<file path="config.mk">
export PLATFORM = sky130hd
export DESIGN_NAME = sseh_status_erase
export DESIGN_NICKNAME = d
export VERILOG_FILES = /design/src/logic/sseh_pkg.sv /design/src/logic/sseh_status_erase.sv
export VERILOG_INCLUDE_DIRS = /design/src /design/src/logic
export SDC_FILE = /design/constraint.sdc
export NUM_CORES = 1
export LEC_CHECK = 0
export ABC_CLOCK_PERIOD_IN_PS = 8300
export BUFFER_PORTS_ARGS = -buffer_cell sky130_fd_sc_hd__buf_4
export CORE_ASPECT_RATIO = 1.25
export CORE_MARGIN = 1.5
export CORE_UTILIZATION = 61
export DETAILED_ROUTE_END_ITERATION = 10
export MAX_ROUTING_LAYER = met4
export PLACE_DENSITY = 0.85
export SLEW_MARGIN = 5
export SYNTH_ARGS = -nofsm -noshare
export SYNTH_HDL_FRONTEND = slang
export SYNTH_SLANG_ARGS = --single-unit
export TNS_END_PERCENT = 1
</file>
<file path="constraint.sdc">
create_clock -name clk_sys -period 8.3 [get_ports clk_sys]
set_input_delay 0.83 -clock clk_sys [delete_from_list [all_inputs] [get_ports clk_sys]]
set_output_delay 0.83 -clock clk_sys [all_outputs]
set_load 0.03 [all_outputs]
</file>
<file path="src/logic/sseh_regs.svh">
// register offsets, field positions, codes and constants of the status and erase handler
`ifndef SSEH_REGS_SVH
`define SSEH_REGS_SVH
`define SSEH_OFF_CMD0     12'h000
`define SSEH_OFF_CMD1     12'h004
`define SSEH_OFF_CTRL     12'h008
`define SSEH_OFF_STAT     12'h00c
`define SSEH_OFF_RESULT   12'h010
`define SSEH_OFF_SENSE    12'h014
`define SSEH_OFF_EVENT    12'h018
`define SSEH_ST_GOOD      8'h00
`define SSEH_ST_CHECK     8'h02
`define SSEH_ST_BUSY      8'h08
`define SSEH_ST_CONFLICT  8'h18
`define SSEH_OP_REQSENSE  8'h03
`define SSEH_OP_INQUIRY   8'h12
`define SSEH_OP_ERASE     8'h19
`define SSEH_OP_WRITE     8'h0a
`define SSEH_OP_WRFM      8'h10
`define SSEH_OP_RESERVE   8'h16
`define SSEH_OP_RELEASE   8'h17
`define SSEH_OP_TUR       8'h00
`define SSEH_KEY_NONE     4'h0
`define SSEH_KEY_ILLEGAL  4'h5
`define SSEH_KEY_UATTN    4'h6
`define SSEH_KEY_MEDIUM   4'h3
`define SSEH_ASC_OPCODE   8'h20
`define SSEH_ASC_FIELD    8'h24
`define SSEH_ASC_LUN      8'h25
`define SSEH_ASC_PARITY   8'h47
`define SSEH_ASC_UATTN    8'h29
`define SSEH_ASC_WRERR    8'h0c
`define SSEH_BIT_EARLY    1
`define SSEH_BIT_ERASEEN  0
`define SSEH_CTRL_GO      0
`define SSEH_CTRL_PARERR  1
`define SSEH_CTRL_BUSY    2
`define SSEH_CTRL_DISC    3
`define SSEH_CTRL_PART2   4
`define SSEH_EV_BUSRST    0
`define SSEH_EV_DEVRST    1
`define SSEH_EV_CARTCHG   2
`define SSEH_EV_FLUSHOK   3
`define SSEH_EV_FLUSHERR  4
`define SSEH_EV_ERASEDONE 5
`define SSEH_EV_ERASEERR  6
`define SSEH_EV_REWDONE   7
`define SSEH_EV_RECONN    8
`endif

</file>
<file path="src/logic/sseh_pkg.sv">
// types of the status and erase handler
package sseh_pkg;
	typedef enum {SSEH_IDLE, SSEH_FLUSH, SSEH_ERASE, SSEH_REWIND, SSEH_RECONN} sseh_state_t;
	typedef struct packed {
		logic [3:0] key;
		logic [7:0] asc;
		logic [7:0] ascq;
	} sseh_sense_t;
	typedef struct packed {
		logic [7:0] opcode;
		logic [7:0] byte1;
		logic [7:0] control;
		logic [7:0] rsvdOr;
		logic [2:0] initiator;
	} sseh_cmd_t;
endpackage : sseh_pkg

</file>
<file path="src/logic/sseh_status_erase.sv">
// status byte generation and erase sequencing behind an APB register file
`timescale 1ns/1ps
`include "sseh_regs.svh"
module sseh_status_erase
	import sseh_pkg::*;
(
	// clock and reset
	input  wire logic        clk_sys,
	input  wire logic        rstn,
	// apb slave
	input  wire logic        psel,
	input  wire logic        penable,
	input  wire logic        pwrite,
	input  wire logic [11:0] paddr,
	input  wire logic [31:0] pwdata,
	output logic             pready,
	output logic [31:0]      prdata,
	output logic             pslverr,
	// tape mechanism
	output logic             flushReq,
	output logic             eraseReq,
	output logic             rewindReq,
	output logic             rewindPartition,
	output logic             disconnected,
	// status byte toward the bus phase logic
	output logic [7:0]       statusByte,
	output logic             statusValid
);

	sseh_state_t  state_q;
	sseh_cmd_t    cmd_q;
	sseh_sense_t  sense_q;
	logic [7:0]   uattn_q;
	logic [7:0]   deferred_q;
	logic         resvd_q;
	logic [2:0]   owner_q;
	logic         pendWrite_q;
	logic         lastWasWrite_q;
	logic         early_q;
	logic         eraseEn_q;
	logic         busy_q;
	logic         discEn_q;
	logic         part2_q;
	logic [7:0]   pendStatus_q;
	logic [8:0]   evt;
	logic         go;
	logic         wrAcc;

	// status byte code sits in bits 5..1; bits 7, 6 and 0 forced to zero
	function automatic logic [7:0] fmtStatus(input logic [7:0] s);
		fmtStatus = {2'b00, s[5:1], 1'b0};
	endfunction : fmtStatus

	function automatic logic supported(input logic [7:0] op);
		case (op)
			`SSEH_OP_TUR, `SSEH_OP_REQSENSE, `SSEH_OP_INQUIRY, `SSEH_OP_ERASE, `SSEH_OP_WRITE,
			`SSEH_OP_WRFM, `SSEH_OP_RESERVE, `SSEH_OP_RELEASE: supported = 1'b1;
			default: supported = 1'b0;
		endcase
	endfunction : supported

	function automatic logic isWriteOp(input logic [7:0] op);
		isWriteOp = op == `SSEH_OP_WRITE || op == `SSEH_OP_WRFM;
	endfunction : isWriteOp

	// reserved, flag, link and vendor bits that must read zero
	function automatic logic fieldBad(input sseh_cmd_t c);
		fieldBad = c.control[5:0] != 6'h00 || c.rsvdOr != 8'h00;
		if (c.opcode == `SSEH_OP_ERASE) begin
			fieldBad = fieldBad || c.byte1[4:2] != 3'b000 || c.control[7:6] != 2'b00;
		end
		if (c.opcode == `SSEH_OP_INQUIRY) begin
			fieldBad = fieldBad || c.control[7:6] != 2'b00;
		end
	endfunction : fieldBad

	// write access phase hitting one register
	function automatic logic regWr(input logic [11:0] a);
		regWr = wrAcc && paddr == a;
	endfunction : regWr

	assign wrAcc = psel && penable && pwrite;
	assign go    = regWr(`SSEH_OFF_CTRL) && pwdata[`SSEH_CTRL_GO];
	assign evt   = regWr(`SSEH_OFF_EVENT) ? pwdata[8:0] : 9'h000;

	// apb slave: zero wait states, unmapped reads zero with error
	always_ff @(posedge clk_sys or negedge rstn) begin
		if (!rstn) begin
			pready  <= 1'b0;
			prdata  <= 32'h0000_0000;
			pslverr <= 1'b0;
		end else begin
			pready  <= psel && !penable;
			pslverr <= 1'b0;
			prdata  <= 32'h0000_0000;
			if (psel && !penable) begin
				case (paddr)
					`SSEH_OFF_CMD0:   prdata <= {8'h00, cmd_q.control, cmd_q.byte1, cmd_q.opcode};
					`SSEH_OFF_CMD1:   prdata <= {21'h0, cmd_q.initiator, cmd_q.rsvdOr};
					`SSEH_OFF_CTRL:   prdata <= {27'h0, part2_q, discEn_q, busy_q, 2'b00};
					`SSEH_OFF_STAT:   prdata <= {8'h00, uattn_q, deferred_q, resvd_q, owner_q, 1'b0, state_q == SSEH_IDLE,
						disconnected, pendWrite_q};
					`SSEH_OFF_RESULT: prdata <= {24'h0, statusByte};
					`SSEH_OFF_SENSE:  prdata <= {12'h0, sense_q};
					`SSEH_OFF_EVENT:  prdata <= 32'h0000_0000;
					default:          pslverr <= 1'b1;
				endcase
			end
		end
	end

	// command descriptor capture
	always_ff @(posedge clk_sys or negedge rstn) begin
		if (!rstn) begin
			cmd_q <= '0;
		end else if (regWr(`SSEH_OFF_CMD0)) begin
			cmd_q.opcode  <= pwdata[7:0];
			cmd_q.byte1   <= pwdata[15:8];
			cmd_q.control <= pwdata[23:16];
		end else if (regWr(`SSEH_OFF_CMD1)) begin
			cmd_q.rsvdOr    <= pwdata[7:0];
			cmd_q.initiator <= pwdata[10:8];
		end
	end

	// software controls
	always_ff @(posedge clk_sys or negedge rstn) begin
		if (!rstn) begin
			busy_q   <= 1'b0;
			discEn_q <= 1'b0;
			part2_q  <= 1'b0;
		end else if (regWr(`SSEH_OFF_CTRL)) begin
			busy_q   <= pwdata[`SSEH_CTRL_BUSY];
			discEn_q <= pwdata[`SSEH_CTRL_DISC];
			part2_q  <= pwdata[`SSEH_CTRL_PART2];
		end
	end

	logic [7:0] iniBit;
	logic       anyReset;
	logic       flushNeed;
	assign iniBit    = 8'h01 << cmd_q.initiator;
	assign anyReset  = evt[`SSEH_EV_BUSRST] || evt[`SSEH_EV_DEVRST];
	// buffered writes from the previous command still to reach tape
	assign flushNeed = pendWrite_q && lastWasWrite_q;

	// command decode, status choice and erase sequencing
	always_ff @(posedge clk_sys or negedge rstn) begin
		if (!rstn) begin
			state_q        <= SSEH_IDLE;
			sense_q        <= '0;
			statusByte     <= `SSEH_ST_GOOD;
			statusValid    <= 1'b0;
			uattn_q        <= 8'hff;
			deferred_q     <= 8'h00;
			resvd_q        <= 1'b0;
			owner_q        <= 3'd0;
			pendWrite_q    <= 1'b0;
			lastWasWrite_q <= 1'b0;
			early_q        <= 1'b0;
			eraseEn_q      <= 1'b0;
			flushReq       <= 1'b0;
			eraseReq       <= 1'b0;
			rewindReq      <= 1'b0;
			rewindPartition <= 1'b0;
			disconnected   <= 1'b0;
			pendStatus_q   <= `SSEH_ST_GOOD;
		end else begin
			statusValid <= 1'b0;
			flushReq    <= 1'b0;
			eraseReq    <= 1'b0;
			rewindReq   <= 1'b0;
			if (anyReset) begin
				uattn_q <= 8'hff;
				resvd_q <= 1'b0;
			end else if (evt[`SSEH_EV_CARTCHG]) begin
				uattn_q <= 8'hff;
			end
			// commands met while an erase runs are turned away, not queued
			if (go && state_q != SSEH_IDLE && !disconnected) begin
				statusValid <= 1'b1;
				statusByte  <= fmtStatus(`SSEH_ST_BUSY);
			end
			case (state_q)
				SSEH_IDLE: begin
					if (go) begin
						statusValid <= 1'b1;
						if (pwdata[`SSEH_CTRL_BUSY]) begin
							statusByte <= fmtStatus(`SSEH_ST_BUSY);
						end else if (pwdata[`SSEH_CTRL_PARERR]) begin
							statusByte <= fmtStatus(`SSEH_ST_CHECK);
							sense_q    <= '{`SSEH_KEY_ILLEGAL, `SSEH_ASC_PARITY, 8'h00};
						end else if (cmd_q.byte1[7:5] != 3'b000) begin
							statusByte <= fmtStatus(`SSEH_ST_CHECK);
							sense_q    <= '{`SSEH_KEY_ILLEGAL, `SSEH_ASC_LUN, 8'h00};
						end else if (!supported(cmd_q.opcode)) begin
							statusByte <= fmtStatus(`SSEH_ST_CHECK);
							sense_q    <= '{`SSEH_KEY_ILLEGAL, `SSEH_ASC_OPCODE, 8'h00};
						end else if (fieldBad(cmd_q)) begin
							statusByte <= fmtStatus(`SSEH_ST_CHECK);
							sense_q    <= '{`SSEH_KEY_ILLEGAL, `SSEH_ASC_FIELD, 8'h00};
						end else if (resvd_q && owner_q != cmd_q.initiator && cmd_q.opcode != `SSEH_OP_REQSENSE
							&& cmd_q.opcode != `SSEH_OP_INQUIRY) begin
							statusByte <= fmtStatus(`SSEH_ST_CONFLICT);
						end else if ((uattn_q & iniBit) != 8'h00 && cmd_q.opcode != `SSEH_OP_INQUIRY) begin
							statusByte <= fmtStatus(`SSEH_ST_CHECK);
							sense_q    <= '{`SSEH_KEY_UATTN, `SSEH_ASC_UATTN, 8'h00};
							uattn_q    <= uattn_q & ~iniBit;
						end else if ((deferred_q & iniBit) != 8'h00) begin
							statusByte <= fmtStatus(`SSEH_ST_CHECK);
							deferred_q <= deferred_q & ~iniBit;
						end else begin
							statusByte     <= fmtStatus(`SSEH_ST_GOOD);
							lastWasWrite_q <= isWriteOp(cmd_q.opcode);
							if (isWriteOp(cmd_q.opcode)) begin
								pendWrite_q <= 1'b1;
							end
							if (cmd_q.opcode == `SSEH_OP_RESERVE) begin
								resvd_q <= 1'b1;
								owner_q <= cmd_q.initiator;
							end
							if (cmd_q.opcode == `SSEH_OP_RELEASE && owner_q == cmd_q.initiator) begin
								resvd_q <= 1'b0;
							end
							if (cmd_q.opcode == `SSEH_OP_ERASE) begin
								early_q      <= cmd_q.byte1[`SSEH_BIT_EARLY];
								eraseEn_q    <= cmd_q.byte1[`SSEH_BIT_ERASEEN];
								// early status with nothing buffered ends the command here, so no disconnect
								disconnected <= pwdata[`SSEH_CTRL_DISC]
									&& (flushNeed || !cmd_q.byte1[`SSEH_BIT_EARLY]);
								owner_q      <= resvd_q ? owner_q : cmd_q.initiator;
								rewindPartition <= pwdata[`SSEH_CTRL_PART2];
								statusValid  <= cmd_q.byte1[`SSEH_BIT_EARLY] && !flushNeed;
								if (flushNeed) begin
									flushReq <= 1'b1;
									state_q  <= SSEH_FLUSH;
								end else if (cmd_q.byte1[`SSEH_BIT_ERASEEN]) begin
									eraseReq <= 1'b1;
									state_q  <= SSEH_ERASE;
								end else if (!cmd_q.byte1[`SSEH_BIT_EARLY]) begin
									statusValid  <= 1'b1;
									disconnected <= 1'b0;
								end
							end
						end
					end
				end
				SSEH_FLUSH: begin
					if (evt[`SSEH_EV_FLUSHERR]) begin
						pendWrite_q    <= 1'b0;
						statusByte     <= fmtStatus(`SSEH_ST_CHECK);
						sense_q        <= '{`SSEH_KEY_MEDIUM, `SSEH_ASC_WRERR, 8'h00};
						pendStatus_q   <= fmtStatus(`SSEH_ST_CHECK);
						state_q        <= disconnected ? SSEH_RECONN : SSEH_IDLE;
						statusValid    <= !disconnected;
					end else if (evt[`SSEH_EV_FLUSHOK]) begin
						pendWrite_q <= 1'b0;
						if (early_q) begin
							disconnected <= 1'b0;
							statusByte   <= fmtStatus(`SSEH_ST_GOOD);
							statusValid  <= 1'b1;
						end
						if (eraseEn_q) begin
							eraseReq <= 1'b1;
							state_q  <= SSEH_ERASE;
						end else if (!early_q) begin
							pendStatus_q <= fmtStatus(`SSEH_ST_GOOD);
							state_q      <= disconnected ? SSEH_RECONN : SSEH_IDLE;
							statusByte   <= fmtStatus(`SSEH_ST_GOOD);
							statusValid  <= !disconnected;
						end else begin
							state_q <= SSEH_IDLE;
						end
					end
				end
				SSEH_ERASE: begin
					if (evt[`SSEH_EV_ERASEERR]) begin
						sense_q <= '{`SSEH_KEY_MEDIUM, 8'h00, 8'h00};
						if (early_q) begin
							deferred_q <= deferred_q | (8'h01 << owner_q);
							state_q    <= SSEH_IDLE;
						end else begin
							pendStatus_q <= fmtStatus(`SSEH_ST_CHECK);
							statusByte   <= fmtStatus(`SSEH_ST_CHECK);
							statusValid  <= !disconnected;
							state_q      <= disconnected ? SSEH_RECONN : SSEH_IDLE;
						end
					end else if (evt[`SSEH_EV_ERASEDONE]) begin
						rewindReq <= 1'b1;
						state_q   <= SSEH_REWIND;
					end
				end
				SSEH_REWIND: begin
					if (evt[`SSEH_EV_REWDONE]) begin
						if (early_q) begin
							state_q <= SSEH_IDLE;
						end else begin
							pendStatus_q <= fmtStatus(`SSEH_ST_GOOD);
							statusByte   <= fmtStatus(`SSEH_ST_GOOD);
							statusValid  <= !disconnected;
							state_q      <= disconnected ? SSEH_RECONN : SSEH_IDLE;
						end
					end
				end
				SSEH_RECONN: begin
					if (evt[`SSEH_EV_RECONN]) begin
						disconnected <= 1'b0;
						statusByte   <= pendStatus_q;
						statusValid  <= 1'b1;
						state_q      <= SSEH_IDLE;
					end
				end
				default: state_q <= SSEH_IDLE;
			endcase
		end
	end

endmodule : sseh_status_erase

</file>
==> results of run 1 <==
==> through the flow <==
step                util, %  cells  total power, mW
floorplan                 -    596            0.622
global placement       69.8    764            0.652
detailed placement     69.8    764            0.653
CTS                    75.7    796             1.34
global route           75.7    796             1.37
finish                 75.7    796             1.34
==> path summary, 6_finish.rpt <==
check / start / cells after the start / slack (ps) / to
hold reg to reg: lastWasWrite_q / 1 / 490 / lastWasWrite_q
setup / recovery: paddr[7] / 7 / 4010 / cmd_q[1]
hold / removal: lastWasWrite_q / 1 / 490 / lastWasWrite_q
setup reg to reg: cmd_q[15] / 7 / 4760 / rewindPartition
min in group asynchronous: rstn / 1 / 510 / cmd_q[23]
max in group asynchronous: rstn / 2 / 6570 / statusByte[1]
==> cell families (layout without fill, tap and decap cells) <==
kind of cell             after synthesis  in the layout  share of synthesized area [%]
AO/OA/AOI/OAI                        149            149                           17.3
XOR/XNOR                               4              4                          0.571
adder cells (fa/ha/maj)                4              4                          0.816
buffers and inverters                 55            129                           3.90
flip-flops                           121            121                           49.5
multiplexers                          55             55                           10.5
other                                  1              8                         0.0611
AND/OR/NAND/NOR                      200            200                           17.4
==> synthesized netlist by cell type, types with 10 or more instances <==
cell type	instances	area (um2)
o21ai_0	28	140
inv_1	10	37.5
nor3_1	15	75.1
nor4_1	10	62.6
dfrtp_1	113	2830
a22oi_1	24	180
mux2_2	45	507
nand2_1	45	169
nor2_1	44	165
clkbuf_1	34	128
nor2b_1	13	81.3
a21oi_1	22	110
nand3_1	19	95.1
==> critical path, delay by kind of cell <==
kind          cells  cell delay (ps)
simple gates      5             3140
mux               1              490
buf+inv           1              100
==> report_power, final <==
group	leakage, nW	internal, mW	switching, mW
clock network	0.260	0.418	0.276
registers	1.64	0.591	0.000618
logic	1.46	0.0172	0.0337
total	3.36	1.03	0.310
==> cell type report <==
cell class | instances | area [um2]
repair buffers | 86 | 646
multi-input cells | 420 | 2900
clock buffers | 18 | 439
flip-flops and latches | 121 | 3040
fillers | 675 | 2360
clock inverters | 14 | 125
inverters | 11 | 41.3
well taps | 126 | 158
==> routing by layer <==
layer	vias to the layer above	GRT usage, %
met1	2642	44.4
met2	335	59.6
met4	0	21.9
li1	2333	-
met5	-	-
met3	66	7.54
==> flip-flops by register name, indices dropped and copies added (netlist names), 3 cells and up <==
signal        cells
cmd_q            35
deferred_q        8
owner_q           3
pendStatus_q      8
prdata           24
sense_q           8
state_q           3
statusByte        8
uattn_q           8
==> reports/qor.txt, run 1 <==
DPL Wire Length -> 13,100 um
Final clock skew -> 5.80 ps
Worst-path maximum fanout -> 12
Avg Cell Area, Syn -> 10.4 um2
CP Class -> in -> reg
Total GRT Usage -> 37.5%
Commonest non-fill, non-tap cell in the layout -> dfrtp_1
Library cells used by synthesis -> 73
Buffers on Ports -> 80
Cts repair resizes -> 0
Vias in the first global route -> 5,380
Area Overhead vs Synth -> 19.7%
Clock sink count -> 121
Height of the die -> 115 um
TNS Setup -> 0 ps
Worst-skew pair later-pin latency -> 420 ps
VDD IR-drop max -> 116 uV
WP data required -> 8600 ps
DR DRC count -> 0
Initial Utilization -> 63.2%
Final cycle utilization of the critical path -> 51.7%
Worst Setup End Kind -> register
Clock tree from TritonCTS -> built
Maximum buffer depth of the clock tree -> 2
Mapped Area -> 6130 um2
Cells after synthesis -> 589
Fraction of registers with async set/reset -> 100%
Top Layer Used -> met4
Final setup fails -> 0
Fmax -> 233 MHz
Setup crit start kind -> input pin
Fin area -> 7350 um2
Met3 WL -> 1350 um
Hold WC Path Type -> reg -> reg
Core ar. -> 9710 um2
Vias per std cell -> 6.75
Drt first-iter violations -> 577
Slew headroom -> 6.39%
Post-CTS setup buffers -> 0
RePlAce Congestion -> 0.978
FP Rows -> 40
Top_reg_cell synth -> dfrtp_1
Root buf cell -> clkbuf_16
Num ports -> 97
Die X -> 92.7 um
Met2 WL -> 9280 um
Pwr/cell area -> 182 nW/um2
Pre-antenna DRT Iters -> 8
DIE AREA -> 10,700 um2
FF+latch count, synth -> 121
Critical Path AT -> 4590 ps
Worst slack at placement -> 3830 ps
Initial antenna violation count -> 0
Largest net degree at the start of global routing -> 68
RSZ-0062 raised after global routing -> false
Crit path top cell by count -> nand2_1
Worst setup margin -> 4010 ps
TritonCTS Buffers -> 17
Max-Cap Viols -> 0
Critical path cell sequence -> buf_4, nor4_1, nor3b_1, nand2_1, nor4b_2, nand2_1, mux2_2
Post-route ant nets -> 0
M1 wire length -> 6990 um
Worst Hold Slack -> 490 ps
WL final -> 18,500 um
Measured slew at the worst slew-check pin -> 1400 ps
NumNets Final -> 710
Share of cells above drive strength 1 -> 27.6%
Final slew viol count -> 0
Global-route wire length before repair -> 28,800 um
Wire per inst -> 23.3 um
Synth Warn # -> 0
Cts hold-fix bufs -> 0
H-tree depth -> 4
Critical path's slowest cell -> nor4b_2
Minimum clock period -> 4290 ps
N_diodes -> 0
GRT overflow -> 0
Vias -> 5,376
Seq/Total Area, Yosys -> 49.5%
Final hold violation count -> 0
CP max stage delay -> 1220 ps
Most frequent cells in the layout -> dfrtp_1, buf_4, nand2_1, mux2_2, nor2_1
Clk slew on worst S/H paths -> 60 ps
Placed Area -> 6780 um2
Leakage -> 3.36 nW
Status -> complete, no violations
Number of synthesized flops with an enable pin -> 0
(Power assumes the default switching activity.)
==> inputs of run 2 (changes only) <==
Settings changed: ABC_CLOCK_PERIOD_IN_PS 8300 to 3400, CORE_UTILIZATION 61 to 51, PLACE_DENSITY 0.85 to 0.76.
Clock period 8.3 ns to 3.4 ns, I/O delays scaled along.
==> run 2 against run 1 <==
Compared with the run above: the flow now finishes with violations (hold timing); wire length is 1.5% higher; sequential power is 140% higher; clock-buffer cell count is 6 higher; combinational power grew to 2.5 times the previous value; die area is 19% higher; worst setup slack worse by 3700 ps; critical endpoint is now uattn_q[3]; highest routed layer unchanged.
==> reports/qor.txt, run 2 (same netlist as run 1, synthesis figures left out) <==
TritonCTS Buffers -> 17
Final cycle utilization of the critical path -> 90.7%
Clock sink count -> 121
Global-route wire length before repair -> 29,400 um
Switching share of power -> 20.9%
Final clock skew -> 9.96 ps
Net Switching -> 714 uW
Internal power -> 2.69 mW
Pwr/cell area -> 446 nW/um2
N_diodes -> 0
Worst slack at placement -> 389 ps
R2r setup slk -> 310 ps
RePlAce Congestion -> 0.955
H-tree depth -> 4
Share of cells above drive strength 1 -> 30.3%
Pre-antenna DRT Iters -> 6
Worst reg2reg path startpoint -> cmd_q[28]
Vias in the first global route -> 5,419
Commonest non-fill, non-tap cell in the layout -> dfrtp_1
Critical Path AT -> 3430 ps
Final setup fails -> 0
GRT busiest layer -> met2
Most frequent cells in the layout -> dfrtp_1, buf_4, nand2_1, mux2_2, nor2_1
Regs by FF count -> cmd_q (35), prdata (24)
Maximum buffer depth of the clock tree -> 2
Failing checks -> hold timing
Minimum clock period -> 3090 ps
VDD IR-drop max -> 254 uV
NumNets Final -> 737
RSZ-0062 raised after global routing -> false
Post-route ant nets -> 0
Cts hold-fix bufs -> 0
Fmax -> 324 MHz
WL final -> 18,800 um
Post-CTS setup buffers -> 0
Drt first-iter violations -> 446
FF-to-FF End -> uattn_q[3]
Status -> finished with violations
Total GRT Usage -> 32.1%
Initial Utilization -> 52.6%
Clk pwr share -> 53.8%
Clock tree from TritonCTS -> built
DIE AREA -> 12,700 um2
Pwr Total -> 3.41 mW
Die X -> 101 um
Worst-skew pair later-pin latency -> 420 ps
TNS Setup -> 0 ps
GRT met1 Usage -> 38.0%
Register share of total power -> 42.4%
Logic pwr share -> 3.8%
Met2 Usage GRT -> 50.1%
DR DRC count -> 0
DPL Wire Length -> 13,500 um
GRT overflow -> 0
Worst Hold Slack -> -3.53 ps
Num ports -> 97
Worst Setup End Kind -> register
Vias -> 5,330
Layout Utilization -> 65.5%
Met3 GRT Util -> 6.77%
Final hold violation count -> 9
Reg2Reg Depth -> 10
Area Overhead vs Synth -> 24.7%
Hold WC Path Type -> in -> async
Largest register FFs -> 35
Root buf cell -> clkbuf_16
Largest net degree at the start of global routing -> 67
Clk slew on worst S/H paths -> 50 ps
Vias per std cell -> 6.22
Worst setup margin -> 315 ps
Max-Cap Viols -> 0
Leakage -> 3.54 nW
Setup crit start kind -> register
Initial antenna violation count -> 0
Worst-path maximum fanout -> 10
Measured slew at the worst slew-check pin -> 791 ps
Cts repair resizes -> 0
Wire per inst -> 21.9 um
Biggest register -> cmd_q
CP Class -> reg -> reg
Final slew viol count -> 0
FP Rows -> 44
Core ar. -> 11,700 um2
Buffers on Ports -> 80
Height of the die -> 126 um
Slew headroom -> 47.2%
WP data required -> 3740 ps
## run 2: cell count changes in the layout (fill, tap and decap cells not counted)
cell        delta
clkbuf_8       +6
clkinv_4       -3
buf_12         +1
clkinv_2       +1
buf_4         +26
bufinv_16      +1
inv_6          -1
clkinvlp_4     -5
## run 2: per-stage QoR
step,instance area (um2),instances
global placement,7040,826
finish,7650,857
detailed placement,7040,826
CTS,7650,857
floorplan,6160,596
global route,7650,857
## run 2: cell type report
| type | instances | area (um2) |
|---|---|---|
| multi-input combinational | 420 | 2900 |
| clock inverter | 7 | 87.6 |
| clock buffer | 24 | 522 |
| tap | 161 | 201 |
| timing repair buffer | 113 | 861 |
| inverter | 11 | 41.3 |
| fill | 964 | 4020 |
| sequential | 121 | 3040 |
## run 2: power by group through the flow
stage	logic, mW	clock network, mW	registers [mW]
global route	0.141	1.93	1.44
detailed placement	0.129	0	1.47
floorplan	0.0453	0	1.47
global placement	0.127	0	1.47
finish	0.128	1.83	1.45
CTS	0.130	1.85	1.45
## run 2: worst max-delay path, cell delays in order, from the launching register on
cell and delay [ps]:
dfrtp_1 440, inv_1 110, ha_1 280, or2_2 270, a21oi_1 150, o211ai_1 140
nand3b_1 260, buf_4 210, or4_1 670, or2_1 300, o22a_1 190
## run 2: worst max path at each step
| stage | from | end | depth (start not counted) |
|---|---|---|---|
| global placement | paddr[1] | rewindPartition | 8 |
| CTS | cmd_q[27] | uattn_q[3] | 10 |
| floorplan | cmd_q[0] | eraseEn_q | 7 |
| global route | cmd_q[27] | uattn_q[5] | 10 |
| finish | cmd_q[28] | uattn_q[3] | 10 |
| detailed placement | cmd_q[27] | uattn_q[7] | 10 |
## run 2: per-layer routing
metal,share of wire [%],vias to the layer above
met5,0,-
met4,5.6,0
met3,6.5,72
met2,49,262
met1,38,2613
li1,-,2383
